**src/ptr_defs.vh**
```
/*
 * Constants for the paper-tape reader controller: instruction codes,
 * register map, field positions and timing figures.
 * Assumes a 50 MHz system clock and is included by its bare name.
 */
`ifndef PTR_DEFS_VH
`define PTR_DEFS_VH

`define PTR_CLK_NS       20
`define PTR_CLK_KHZ      50000
`define PTR_T_START_US   5000
`define PTR_T_STEADY_US  1670
`define PTR_T_RAMP_US    333
`define PTR_T_CATCH_US   2600
`define PTR_T_HOLD_US    40000
`define PTR_T_ADV_NS     2000
`define PTR_T_STB_NS     100
`define PTR_US_CYC(t)    ((t) * `PTR_CLK_KHZ / 1000)
`define PTR_NS_CYC(t)    (((t) + `PTR_CLK_NS - 1) / `PTR_CLK_NS)

`define PTR_CW           24
`define PTR_CNT_ZERO     24'h000000
`define PTR_CNT_ONE      24'h000001
`define PTR_SC_W         8
`define PTR_SC_ZERO      8'h00
`define PTR_SC_ONE       8'h01

`define PTR_GRP_RDR      6'h01
`define PTR_GRP_PUN      6'h02
`define PTR_LO_ICON      3'h0
`define PTR_LO_SKIP      3'h1
`define PTR_LO_RRB_BIT   1
`define PTR_LO_RFC_BIT   2

`define PTR_PH_RESET     2'h0
`define PTR_PH_SYNC_A    2'h3
`define PTR_PH_SYNC_B    2'h0

`define PTR_REG_CTRL     4'h0
`define PTR_REG_STATUS   4'h4
`define PTR_REG_DATA     4'h8
`define PTR_CTRL_IE      0
`define PTR_ST_DONE      0
`define PTR_ST_REQ       1
`define PTR_ST_ENA       2
`define PTR_ST_HOLD      3
`define PTR_ST_PWR       4
`define PTR_ST_IE        5
`define PTR_ST_TAPE      6
`define PTR_ZERO32       32'h00000000

`endif

```
**src/ptr_reader.v**
```verilog
/*
 * Reader half of a paper-tape reader/punch controller: instruction
 * decode, step clock with start ramp, motor sequencing, character
 * buffer, done flag, interrupt and a small Avalon-MM register slave.
 * Assumes all bus and mechanism inputs are synchronous to mclk_i and
 * that each instruction holds io_pause_i high for exactly one cycle.
 */
// Functional notes
// - Decode select bits into reader, punch groups.
// - Either group asserts the internal-I/O claim.
// - Low bits give strobes; punch loads buffer.
// - Fetch instruction sets the request flip-flop.
// - Enable sets on request, no tick, hold.
// - Enable starts step clock and motor sequencer.
// - Tick, phase sync, feed hole give strobe.
// - Strobe captures eight tape bits.
// - Strobe clears the request flip-flop.
// - Strobe is followed by one advance step.
// - Each tick reloads enable from the request.
// - Enable fall waits 2.6 ms, then final step; manual feed skips both.
// - Stop hold 40 ms blocks enable setting.
// - Hold end removes power; first advance restores.
// - Steps clock two-bit phase; every second syncs.
// - Step period ramps from 5 to 1.67 ms.
// - Strobe sets the reader done flag.
// - Enabled interrupt plus done flag requests interrupt.
// - Read buffer drives data, asserts OR control.
// - Read buffer clears the done flag.
// - Interrupt-connect instruction sets interrupt enable.
// - Skip instruction skips when done flag set.
// - Fetch clears done; load sets it again.
// - No tape blocks fetch from setting request.
`include "ptr_defs.vh"
`timescale 1ns/1ps
`default_nettype none

module ptr_reader #(
    parameter [`PTR_CW-1:0] START_CYC  = `PTR_US_CYC(`PTR_T_START_US),
    parameter [`PTR_CW-1:0] STEADY_CYC = `PTR_US_CYC(`PTR_T_STEADY_US),
    parameter [`PTR_CW-1:0] RAMP_CYC   = `PTR_US_CYC(`PTR_T_RAMP_US),
    parameter [`PTR_CW-1:0] CATCH_CYC  = `PTR_US_CYC(`PTR_T_CATCH_US),
    parameter [`PTR_CW-1:0] HOLD_CYC   = `PTR_US_CYC(`PTR_T_HOLD_US)
) (
    input  wire        mclk_i,
    input  wire        rst_n_i,
    input  wire        io_pause_i,
    input  wire [5:0]  opcode_select_bits_i,
    input  wire [2:0]  opcode_low_bits_i,
    input  wire        bus_init_i,
    output reg         internal_io_o,
    output reg  [7:0]  reader_iot_o,
    output reg  [7:0]  punch_iot_o,
    output reg         punch_buffer_load_o,
    output reg         skip_o,
    output reg         ac_or_control_o,
    output reg  [7:0]  bus_data_o,
    output reg         bus_data_oe_o,
    output reg         interrupt_request_o,
    input  wire [7:0]  tape_bits_i,
    input  wire        feed_hole_i,
    input  wire        tape_present_i,
    input  wire        manual_feed_i,
    output reg         char_load_strobe_o,
    output reg         step_pulse_o,
    output reg  [1:0]  motor_phase_o,
    output reg         motor_power_o,
    output reg         motor_stop_hold_o,
    input  wire [3:0]  avs_address_i,
    input  wire        avs_read_i,
    input  wire        avs_write_i,
    input  wire [31:0] avs_writedata_i,
    input  wire [3:0]  avs_byteenable_i,
    output reg  [31:0] avs_readdata_o,
    output reg         avs_waitrequest_o
);

    localparam [`PTR_CW-1:0] ADV_CYC = `PTR_NS_CYC(`PTR_T_ADV_NS);
    localparam [`PTR_SC_W-1:0] STB_CYC = `PTR_NS_CYC(`PTR_T_STB_NS);

    reg                reader_request_ff;
    reg                reader_enable_ff;
    reg                reader_done_flag;
    reg                interrupt_enable_ff;
    reg                motor_power_ff;
    reg  [7:0]         buffer_r;
    reg  [1:0]         phase_r;
    reg  [`PTR_CW-1:0] tick_cnt_r;
    reg  [`PTR_CW-1:0] period_r;
    reg  [`PTR_CW-1:0] adv_cnt_r;
    reg                adv_pend_r;
    reg  [`PTR_CW-1:0] catch_cnt_r;
    reg                catch_pend_r;
    reg  [`PTR_CW-1:0] hold_cnt_r;
    reg                hold_r;
    reg  [`PTR_SC_W-1:0] stb_cnt_r;

    wire       rdr_grp, pun_grp, fetch_iot, rrb_iot;
    wire [7:0] rdr_dec, pun_dec;
    wire       tick, phase_sync, load_strobe, advance, hold_end;
    wire       final_step, step_pulse, ena_fall;
    wire       bus_req, bus_take, ie_wr;

    assign rdr_grp = io_pause_i & (opcode_select_bits_i == `PTR_GRP_RDR);
    assign pun_grp = io_pause_i & (opcode_select_bits_i == `PTR_GRP_PUN);
    genvar g;
    generate
        for (g = 0; g < 8; g = g + 1)
        begin : g_dec
            assign rdr_dec[g] = rdr_grp & (opcode_low_bits_i == g);
            assign pun_dec[g] = pun_grp & (opcode_low_bits_i == g);
        end
    endgenerate
    // Fetch and read-buffer are microcoded bits, so 6016 does both.
    assign fetch_iot = rdr_grp & opcode_low_bits_i[`PTR_LO_RFC_BIT];
    assign rrb_iot   = rdr_grp & opcode_low_bits_i[`PTR_LO_RRB_BIT];
    assign tick = reader_enable_ff & (tick_cnt_r == `PTR_CNT_ZERO);
    // sync on both equal phase codes
    assign phase_sync = (phase_r == `PTR_PH_SYNC_A) |
                        (phase_r == `PTR_PH_SYNC_B);
    assign load_strobe = tick & phase_sync & feed_hole_i;
    assign advance    = adv_pend_r & (adv_cnt_r == `PTR_CNT_ZERO);
    assign final_step = catch_pend_r & (catch_cnt_r == `PTR_CNT_ZERO);
    assign step_pulse = advance | final_step;
    assign hold_end   = hold_r & (hold_cnt_r == `PTR_CNT_ZERO);
    // enable drops only at a tick
    assign ena_fall = tick & ~reader_request_ff;

    assign bus_req  = avs_read_i | avs_write_i;
    assign bus_take = bus_req & ~avs_waitrequest_o;
    assign ie_wr    = bus_take & avs_write_i & avs_byteenable_i[0] &
                      (avs_address_i == `PTR_REG_CTRL);

    always @(posedge mclk_i or negedge rst_n_i)
    begin
        if (!rst_n_i)
        begin
            internal_io_o       <= 1'b0;
            reader_iot_o        <= 8'h00;
            punch_iot_o         <= 8'h00;
            punch_buffer_load_o <= 1'b0;
            skip_o              <= 1'b0;
            ac_or_control_o     <= 1'b0;
            bus_data_o          <= 8'h00;
            bus_data_oe_o       <= 1'b0;
            interrupt_request_o <= 1'b0;
        end
        else
        begin
            internal_io_o       <= rdr_grp | pun_grp;
            reader_iot_o        <= rdr_dec;
            punch_iot_o         <= pun_dec;
            punch_buffer_load_o <= pun_grp;
            skip_o <= rdr_dec[`PTR_LO_SKIP] & reader_done_flag;
            ac_or_control_o <= rrb_iot;
            bus_data_oe_o   <= rrb_iot;
            bus_data_o      <= rrb_iot ? buffer_r : 8'h00;
            interrupt_request_o <= interrupt_enable_ff & reader_done_flag;
        end
    end

    always @(posedge mclk_i or negedge rst_n_i)
    begin
        if (!rst_n_i)
        begin
            interrupt_enable_ff <= 1'b0;
            reader_done_flag    <= 1'b0;
            reader_request_ff   <= 1'b0;
            buffer_r            <= 8'h00;
        end
        else
        begin
            // connect, initialize, software write; punch connect clears
            if (rdr_dec[`PTR_LO_ICON] | bus_init_i)
                interrupt_enable_ff <= 1'b1;
            else if (pun_dec[`PTR_LO_ICON])
                interrupt_enable_ff <= 1'b0;
            else if (ie_wr)
                interrupt_enable_ff <= avs_writedata_i[`PTR_CTRL_IE];
            // load sets done, winning over a clear
            if (load_strobe)
                reader_done_flag <= 1'b1;
            else if (rrb_iot | fetch_iot)
                reader_done_flag <= 1'b0;
            if (fetch_iot & tape_present_i)
                reader_request_ff <= 1'b1;
            else if (load_strobe)
                reader_request_ff <= 1'b0;
            if (load_strobe)
                buffer_r <= tape_bits_i;
        end
    end

    always @(posedge mclk_i or negedge rst_n_i)
    begin
        if (!rst_n_i)
        begin
            reader_enable_ff <= 1'b0;
            tick_cnt_r       <= `PTR_CNT_ZERO;
            period_r         <= `PTR_CNT_ZERO;
        end
        else
        begin
            if (tick)
                reader_enable_ff <= reader_request_ff;
            // set only without tick or hold
            else if (reader_request_ff & ~hold_r)
                reader_enable_ff <= 1'b1;
            if (!reader_enable_ff)
            begin
                tick_cnt_r <= `PTR_CNT_ZERO;
                period_r   <= START_CYC;
            end
            else if (tick)
            begin
                tick_cnt_r <= period_r - `PTR_CNT_ONE;
                if (period_r > STEADY_CYC + RAMP_CYC)
                    period_r <= period_r - RAMP_CYC;
                else
                    period_r <= STEADY_CYC;
            end
            else
                tick_cnt_r <= tick_cnt_r - `PTR_CNT_ONE;
        end
    end

    always @(posedge mclk_i or negedge rst_n_i)
    begin
        if (!rst_n_i)
        begin
            adv_pend_r   <= 1'b0;
            adv_cnt_r    <= `PTR_CNT_ZERO;
            catch_pend_r <= 1'b0;
            catch_cnt_r  <= `PTR_CNT_ZERO;
            hold_r       <= 1'b0;
            hold_cnt_r   <= `PTR_CNT_ZERO;
        end
        else
        begin
            // advance follows a tick that keeps running
            if (tick & reader_request_ff)
            begin
                adv_pend_r <= 1'b1;
                adv_cnt_r  <= ADV_CYC - `PTR_CNT_ONE;
            end
            else if (advance)
                adv_pend_r <= 1'b0;
            else if (adv_pend_r)
                adv_cnt_r <= adv_cnt_r - `PTR_CNT_ONE;
            // catch delay, skipped under manual feed
            if (ena_fall & ~manual_feed_i)
            begin
                catch_pend_r <= 1'b1;
                catch_cnt_r  <= CATCH_CYC - `PTR_CNT_ONE;
            end
            else if (final_step)
                catch_pend_r <= 1'b0;
            else if (catch_pend_r)
                catch_cnt_r <= catch_cnt_r - `PTR_CNT_ONE;
            if (ena_fall)
            begin
                hold_r     <= 1'b1;
                hold_cnt_r <= HOLD_CYC - `PTR_CNT_ONE;
            end
            else if (hold_end)
                hold_r <= 1'b0;
            else if (hold_r)
                hold_cnt_r <= hold_cnt_r - `PTR_CNT_ONE;
        end
    end

    always @(posedge mclk_i or negedge rst_n_i)
    begin
        if (!rst_n_i)
        begin
            phase_r            <= `PTR_PH_RESET;
            motor_power_ff     <= 1'b0;
            step_pulse_o       <= 1'b0;
            motor_phase_o      <= `PTR_PH_RESET;
            motor_power_o      <= 1'b0;
            motor_stop_hold_o  <= 1'b0;
            char_load_strobe_o <= 1'b0;
            stb_cnt_r          <= `PTR_SC_ZERO;
        end
        else
        begin
            // gray walk so every second step lands on a sync code
            if (step_pulse)
                phase_r <= {phase_r[0], ~phase_r[1]};
            // first advance powers, hold end removes power
            if (advance)
                motor_power_ff <= 1'b1;
            else if (hold_end)
                motor_power_ff <= 1'b0;
            step_pulse_o      <= step_pulse;
            motor_phase_o     <= step_pulse ?
                                 {phase_r[0], ~phase_r[1]} : phase_r;
            motor_power_o     <= motor_power_ff | advance;
            // The pin drops with the last hold cycle, not one later.
            motor_stop_hold_o <= ena_fall | (hold_r & ~hold_end);
            // stretched to a narrow fixed width for the pins
            if (load_strobe)
            begin
                char_load_strobe_o <= 1'b1;
                stb_cnt_r          <= STB_CYC - `PTR_SC_ONE;
            end
            else if (stb_cnt_r != `PTR_SC_ZERO)
                stb_cnt_r <= stb_cnt_r - `PTR_SC_ONE;
            else
                char_load_strobe_o <= 1'b0;
        end
    end

    // One wait state per access keeps read data a clean register output.
    always @(posedge mclk_i or negedge rst_n_i)
    begin
        if (!rst_n_i)
        begin
            avs_waitrequest_o <= 1'b1;
            avs_readdata_o    <= `PTR_ZERO32;
        end
        else
        begin
            avs_waitrequest_o <= ~(bus_req & avs_waitrequest_o);
            if (bus_req & avs_waitrequest_o & avs_read_i)
            begin
                avs_readdata_o <= `PTR_ZERO32;
                if (avs_address_i == `PTR_REG_CTRL)
                    avs_readdata_o[`PTR_CTRL_IE] <= interrupt_enable_ff;
                else if (avs_address_i == `PTR_REG_STATUS)
                begin
                    avs_readdata_o[`PTR_ST_DONE] <= reader_done_flag;
                    avs_readdata_o[`PTR_ST_REQ]  <= reader_request_ff;
                    avs_readdata_o[`PTR_ST_ENA]  <= reader_enable_ff;
                    avs_readdata_o[`PTR_ST_HOLD] <= hold_r;
                    avs_readdata_o[`PTR_ST_PWR]  <= motor_power_ff;
                    avs_readdata_o[`PTR_ST_IE]   <= interrupt_enable_ff;
                    avs_readdata_o[`PTR_ST_TAPE] <= tape_present_i;
                end
                else if (avs_address_i == `PTR_REG_DATA)
                    avs_readdata_o[7:0] <= buffer_r;
            end
        end
    end

endmodule

`default_nettype wire

```
**config.mk**
```make
export PLATFORM = sky130hd
export DESIGN_NAME = ptr_reader
export DESIGN_NICKNAME = d
export VERILOG_FILES = /design/src/ptr_reader.v
export VERILOG_INCLUDE_DIRS = /design/src
export SDC_FILE = /design/constraint.sdc
export NUM_CORES = 1
export LEC_CHECK = 0
export BUFFER_PORTS_ARGS = -buffer_cell sky130_fd_sc_hd__buf_4
export CORE_MARGIN = 1.5
export CORE_UTILIZATION = 55
export CTS_CLUSTER_DIAMETER = 200
export DETAILED_ROUTE_END_ITERATION = 10
export PLACE_DENSITY_LB_ADDON = 0.12
export SETUP_SLACK_MARGIN = 0.4
export SLEW_MARGIN = 20
export SYNTH_ARGS = -nofsm -noshare
export SYNTH_HDL_FRONTEND = slang
export SYNTH_SLANG_ARGS = --single-unit
```
**constraint.sdc**
```tcl
create_clock -name mclk_i -period 4.04 [get_ports mclk_i]
set_input_delay 0.202 -clock mclk_i [delete_from_list [all_inputs] [get_ports mclk_i]]
set_output_delay 0.202 -clock mclk_i [all_outputs]
set_load 0.02 [all_outputs]
```
==> impl_metrics.tcl, run 1 <==
set metrics [dict create \
    fin_crit_sh_pct 86.2 \
    pwr-share-comb_pct 7.2 \
    layout-drive-gt1-share_pct 13.4 \
    gp_congestion 0.956 \
    drt_iter0_drc 693 \
    p_sw_w 0.00100 \
    p_per_area_mw_per_mm2 356 \
    finalSetupTns_ns 0 \
    firstDrtPassIters 5 \
    overflow 0 \
    reg2reg_from "tick_cnt_r[13]" \
    area_growth_pct 15.6 \
    worst_slack_ns 0.559 \
    cts_tree "done" \
    worst_pin_slew_ns 0.952 \
    post-route-min-period_ns 3.48 \
    vias_per_cell 5.88 \
    initial_utilization_pct 56.0 \
    num_antenna_cells 0 \
    insertion_delay_ns 0.43 \
    cts_sinks 187 \
    grt.met1_usage_pct 36.0 \
    routed_wl_um 23600 \
    startpoint "tick_cnt_r[13]" \
    die_w_um 135 \
    syn_area_per_cell_um2 9.23 \
    synthArstFlopShare_pct 100 \
    use_met2_pct 43.8 \
    required_ns 4.32 \
    synth_edf_count 0 \
    status "completed" \
    nNetsFinal 1204 \
    hp-start "tape_present_i" \
    port_buffers 76 \
    globalRouteMet3Util_pct 4.15 \
    synth-seq-cells 187 \
    dp_hpwl_um 16100 \
    grt_pass1_vias 7656 \
    drv_slew 0 \
    cts_max_path_buffers 2 \
    synth_seq_area_share_pct 48.7 \
    slew_headroom_pct 35.9 \
    maxCapViolations 0 \
    rows 48 \
    clkTransAtPathRegs_ns 0.07 \
    ctsHtreeMaxLevel 4 \
    switching_share_pct 25.3 \
    fmax_mhz 287 \
    drc 0 \
    synth_area_mm2 0.00962 \
    synthCells 1042 \
    antenna_found_initial 0 \
    grt_pass1_wl_um 38700 \
    endpoint_kind "register" \
    die_area_mm2 0.0183 \
    ioPinCount 135 \
    grt_max_degree 128 \
    start_kind "register" \
    setup_viol 0 \
    hold_violations 0 \
    p_int_w 0.00296 \
    ys.flop_type "dfrtp_1" \
    dpl_worst_slack_ns 0.599 \
    top_usage_layer "met2" \
    p_seq_share_pct 50.5 \
    die_y_um 135 \
    clkPwrFrac_pct 42.4 \
    skew_ns 0.0102 \
    ant_nets 0 \
    crit_fanout 7 \
    min_path_type "in -> reg" \
    wl_per_cell_um 17.2 \
    routed-via-count 8056 \
    cts_setup_buffers 0 \
    cts_root_buf "clkbuf_16" \
    ys_warn_count 0 \
    critical_path_class "reg -> reg" \
    core-area_mm2 0.0172 \
    track_usage_pct 26.5 \
    grt_setup_unrepaired "false" \
    numCtsBuffers 17 \
    ys_types 62 \
    p_leak_nw 4.97 \
    cp.arrival_ns 3.76 \
    peakVddDrop_mv 0.316 \
]
-- synthesized netlist by cell type (3+ instances only) --
cell type,count,area share (%)
a211oi_1,5,0.39
a21o_1,3,0.23
a21oi_1,56,2.9
a22oi_1,6,0.47
a311oi_1,3,0.27
a31o_2,4,0.36
a31oi_1,14,0.91
and2_1,4,0.26
and3_1,15,0.98
buf_2,6,0.31
buf_4,26,2.0
clkbuf_1,32,1.2
dfrtp_1,186,48
ha_1,7,0.91
inv_1,21,0.82
mux2_2,3,0.35
mux2i_1,6,0.62
nand2_1,118,4.6
nand2b_1,14,0.91
nand3_1,34,1.8
nand3b_1,4,0.31
nand4_1,14,0.91
nand4b_1,8,0.73
nor2_1,119,4.6
nor2b_1,7,0.46
nor3_1,43,2.2
nor3b_1,8,0.62
nor4_1,31,2.0
nor4b_1,7,0.64
o211ai_1,10,0.78
o21a_1,7,0.55
o21ai_0,49,2.6
o21bai_1,3,0.23
o311ai_0,3,0.27
o31a_1,4,0.36
o31ai_1,4,0.31
o41ai_1,7,0.64
or2_2,8,0.52
or3_1,20,1.3
or4_1,31,2.4
xnor2_1,34,3.1
xor2_1,33,3.0
-- layout by cell type (no fill, tap or decap), types with 15 or more instances in the layout --
cell and instances:
nor4_1 31, and3_1 15, xnor2_1 34, nor2_1 118
clkbuf_16 17, conb_1 24, a21oi_1 56, or3_1 20
or4_1 31, dfrtp_1 186, nor3_1 43, xor2_1 33
nand2_1 118, nand3_1 34, buf_4 95, inv_1 21
o21ai_0 49
-- per-stage QoR --
stage	total power, W	std cells	util, %	area (um2)	hold WS [ns]
3_5_place_dp	0.00231	1323	60.5	10400	0.393
6_report	0.00396	1369	64.7	11100	0.0399
5_1_grt	0.00410	1369	64.7	11100	0.0586
3_3_place_gp	0.00230	1323	60.5	10400	0.374
4_1_cts	0.00398	1368	64.6	11100	0.000110
2_1_floorplan	0.00220	1065	-	9700	-0.0936
-- area by class of cell --
type,count,area [um2]
clock buffers,19,453
inverters,21,78.8
flip-flops and latches,187,4680
fillers,1466,6060
repair buffers,111,888
clock inverters,13,130
well taps,225,282
multi-input cells,793,4610
-- power by group through the flow --
stage / logic (W) / clock network (W) / registers, W
3_3_place_gp: 0.000270 / 0 / 0.00203
3_5_place_dp: 0.000275 / 0 / 0.00203
2_1_floorplan: 0.000169 / 0 / 0.00203
6_report: 0.000283 / 0.00168 / 0.00200
5_1_grt: 0.000322 / 0.00177 / 0.00201
4_1_cts: 0.000286 / 0.00169 / 0.00200
-- flip-flops by register name, indices dropped and copies added, names as in the netlist, 2 cells and up --
| name | flops |
|---|---|
| adv_cnt_r | 24 |
| hold_cnt_r | 24 |
| bus_data_o | 8 |
| period_r | 23 |
| reader_iot_o | 8 |
| tick_cnt_r | 24 |
| catch_cnt_r | 24 |
| phase_r | 2 |
| avs_readdata_o | 8 |
| buffer_r | 8 |
| stb_cnt_r | 8 |
| punch_iot_o | 8 |
-- kinds of logic (layout without fill, tap and decap cells) --
logic type / after synthesis / after routing / synth area share (%)
fa+ha+maj: 7 / 7 / 0.911
simple gates: 495 / 495 / 26.4
buf+inv: 85 / 164 / 4.41
mux: 9 / 9 / 0.976
flops: 187 / 187 / 48.7
compound gates: 191 / 191 / 12.5
other cells: 1 / 24 / 0.0390
xor+xnor: 67 / 67 / 6.10
-- layer usage --
layer	vias up	wire length [um]
met5	-	0
met4	0	505
met3	40	976
met2	231	11500
met1	3901	10500
li1	3884	-
-- final timing paths --
| path | slack [ns] | cells after the start | endpoint |
|---|---|---|---|
| min in group asynchronous | 0.48 | 2 | catch_cnt_r[14] |
| setup reg to reg | 0.56 | 11 | tick_cnt_r[10] |
| hold / removal | 0.04 | 3 | reader_request_ff |
| hold reg to reg | 0.49 | 2 | avs_readdata_o[2] |
| setup / recovery | 0.56 | 11 | tick_cnt_r[10] |
| max in group asynchronous | 2.71 | 3 | bus_data_o[4] |
-- critical path, cell delays in order (launching register included) --
cell	delay (ns)
dfrtp_1	0.43
or4_1	0.70
or4_1	0.59
nor2_1	0.17
a21oi_1	0.09
ha_1	0.26
nor2b_1	0.19
nand2_1	0.11
a21oi_1	0.04
o21ai_0	0.44
o21ai_0	0.16
nor3b_1	0.15
-- repair_timing --
action                     in CTS  in global routing
hold endpoints to repair       14                 21
gates resized for setup         0                  1
hold buffers                   13                  1
setup endpoints to repair       0                  2
Note: power is estimated with default switching activity, not from simulation.
==> run 2, diff against run 1 <==
==> constraint.sdc (replaced) <==
create_clock -name mclk_i -period 4.04 [get_ports mclk_i]
set_input_delay 0.808 -clock mclk_i [delete_from_list [all_inputs] [get_ports mclk_i]]
set_output_delay 0.808 -clock mclk_i [all_outputs]
set_load 0.02 [all_outputs]
==> impl_metrics.tcl, run 2 (synthesis gave the netlist of run 1 again) <==
set metrics [dict create \
    num_antenna_cells 0 \
    drv_slew 0 \
    setup_viol 0 \
    startpoint "tick_cnt_r[13]" \
    layout-drive-gt1-share_pct 13.5 \
    critical_path_class "reg -> reg" \
    numCtsBuffers 17 \
    ant_nets 0 \
    die_area_mm2 0.0183 \
    switching_share_pct 24.0 \
    grt_pass1_wl_um 37400 \
    p_leak_nw 4.92 \
    cts_sinks 187 \
    finalSetupTns_ns 0 \
    endpoint_kind "register" \
    fin_crit_sh_pct 85.5 \
    crit_path_top_delay_cell "or4_1" \
    p_per_area_mw_per_mm2 359 \
    mostFrequentLayoutCell "dfrtp_1" \
    initial_utilization_pct 56.0 \
    drt_iter0_drc 471 \
    p_sw_w 0.000950 \
    cts_resized 0 \
    dpl_worst_slack_ns 0.607 \
    dp_cells 1325 \
    cts_root_buf "clkbuf_16" \
    port_buffers 76 \
    reg2reg_from "tick_cnt_r[13]" \
    nNetsFinal 1192 \
    timing.critical_path.buf_inv 1 \
    vias_per_cell 5.93 \
    wl_per_cell_um 16.9 \
    required_ns 4.41 \
    die_y_um 135 \
    fin_hold_ws_ns 0.401 \
    die_w_um 135 \
    clkTransAtPathRegs_ns 0.07 \
    antenna_found_initial 0 \
    post-route-min-period_ns 3.46 \
    cts_setup_buffers 0 \
    start_kind "register" \
    min_path_type "in -> async" \
    crit_fanout 10 \
    timing.rr.end "tick_cnt_r[20]" \
    ctsHtreeMaxLevel 4 \
    skew_ns 0.0103 \
    crit_top_cell "or4_1" \
    gp_congestion 0.908 \
    cp.depth 7 \
    rows 48 \
    routed_wl_um 22900 \
    crit_path_end "tick_cnt_r[20]" \
    insertion_delay_ns 0.44 \
    fin_total_pwr_w 0.00395 \
    cts_tree "done" \
    grt_pass1_vias 7543 \
    worst_slack_ns 0.585 \
    maxCapViolations 0 \
    rr_worst_depth 7 \
    cts_hold_buf 0 \
    area_growth_pct 14.4 \
    cts_max_path_buffers 2 \
    path_delay_family "simple AND/OR/NAND/NOR gates" \
    fmax_mhz 289 \
    status "completed" \
    routed-via-count 8042 \
    cp.arrival_ns 3.83 \
    firstDrtPassIters 5 \
    pwr-share-comb_pct 6.8 \
    p_seq_share_pct 50.6 \
    p_int_w 0.00300 \
    hold_violations 0 \
    ioPinCount 135 \
    peakVddDrop_mv 0.298 \
    slew_headroom_pct 39.7 \
    r2r_setup_slack_ns 0.58 \
    grt_setup_unrepaired "false" \
    drc 0 \
    worst_path_largest_cell_delay_ns 0.70 \
    fillers 1442 \
    dp_hpwl_um 16100 \
    core-area_mm2 0.0172 \
    clkPwrFrac_pct 42.5 \
    stdcell_count 1356 \
    path_cells "or4_1 -> or4_1 -> buf_4 -> or4_1 -> o32a_1 -> or4_1 -> nand2_1" \
    track_usage_pct 25.7 \
    grt_max_degree 83 \
    final_cell_mix "186 x dfrtp_1, 118 x nor2_1, 118 x nand2_1, 97 x buf_4, 56 x a21oi_1" \
    overflow 0 \
    worst_pin_slew_ns 0.891 \
]
## run 2: area by class of cell
class | instances | area [um2] | area share, %
clock inverters | 12 | 140 | 1.27
repair buffers | 99 | 762 | 6.93
well taps | 225 | 282 | 2.56
inverters | 21 | 78.8 | 0.717
flip-flops and latches | 187 | 4680 | 42.6
clock buffers | 19 | 453 | 4.12
multi-input cells | 793 | 4600 | 41.8
## run 2: metrics by stage
step / util, % / cell area, um2
final: 64.0 / 11000
after detailed placement: 60.6 / 10400
after CTS: 64.0 / 11000
after global placement: 60.6 / 10400
after floorplan: - / 9700
after global routing: 64.0 / 11000
## run 2: power groups by stage
stage / registers (W) / clock network, W / logic [W]
floorplan: 0.00203 / 0 / 0.000169
global placement: 0.00203 / 0 / 0.000269
detailed placement: 0.00203 / 0 / 0.000275
CTS: 0.00200 / 0.00171 / 0.000277
global route: 0.00201 / 0.00179 / 0.000309
finish: 0.00200 / 0.00168 / 0.000270
## run 2: worst min path at each step
stage | start | end | slack (ns) | cells after the start
after global placement | avs_readdata_o[1] | avs_readdata_o[1] | 0.46 | 2
after floorplan | motor_power_ff | motor_power_o | 0.44 | 2
after global routing | rst_n_i | catch_cnt_r[11] | 0.46 | 1
after CTS | rst_n_i | tick_cnt_r[21] | 0.43 | 1
final | rst_n_i | catch_cnt_r[11] | 0.40 | 1
after detailed placement | motor_power_ff | motor_power_o | 0.48 | 2
## run 2: metal layers
metal | track usage [%] | vias to the layer above | share of wire [%]
met1 | 34.3 | 3930 | 44
met3 | 4.38 | 40 | 4.3
li1 | - | 3854 | -
met5 | 0 | - | 0
met4 | 8.00 | 0 | 2.5
met2 | 43.1 | 218 | 49
## run 2: worst reg2reg max path, stage by stage (launching register included)
cell and delay [ns]:
dfrtp_1 0.43, or4_1 0.70, or4_1 0.58, buf_4 0.20, or4_1 0.50, o32a_1 0.39
or4_1 0.52, nand2_1 0.08
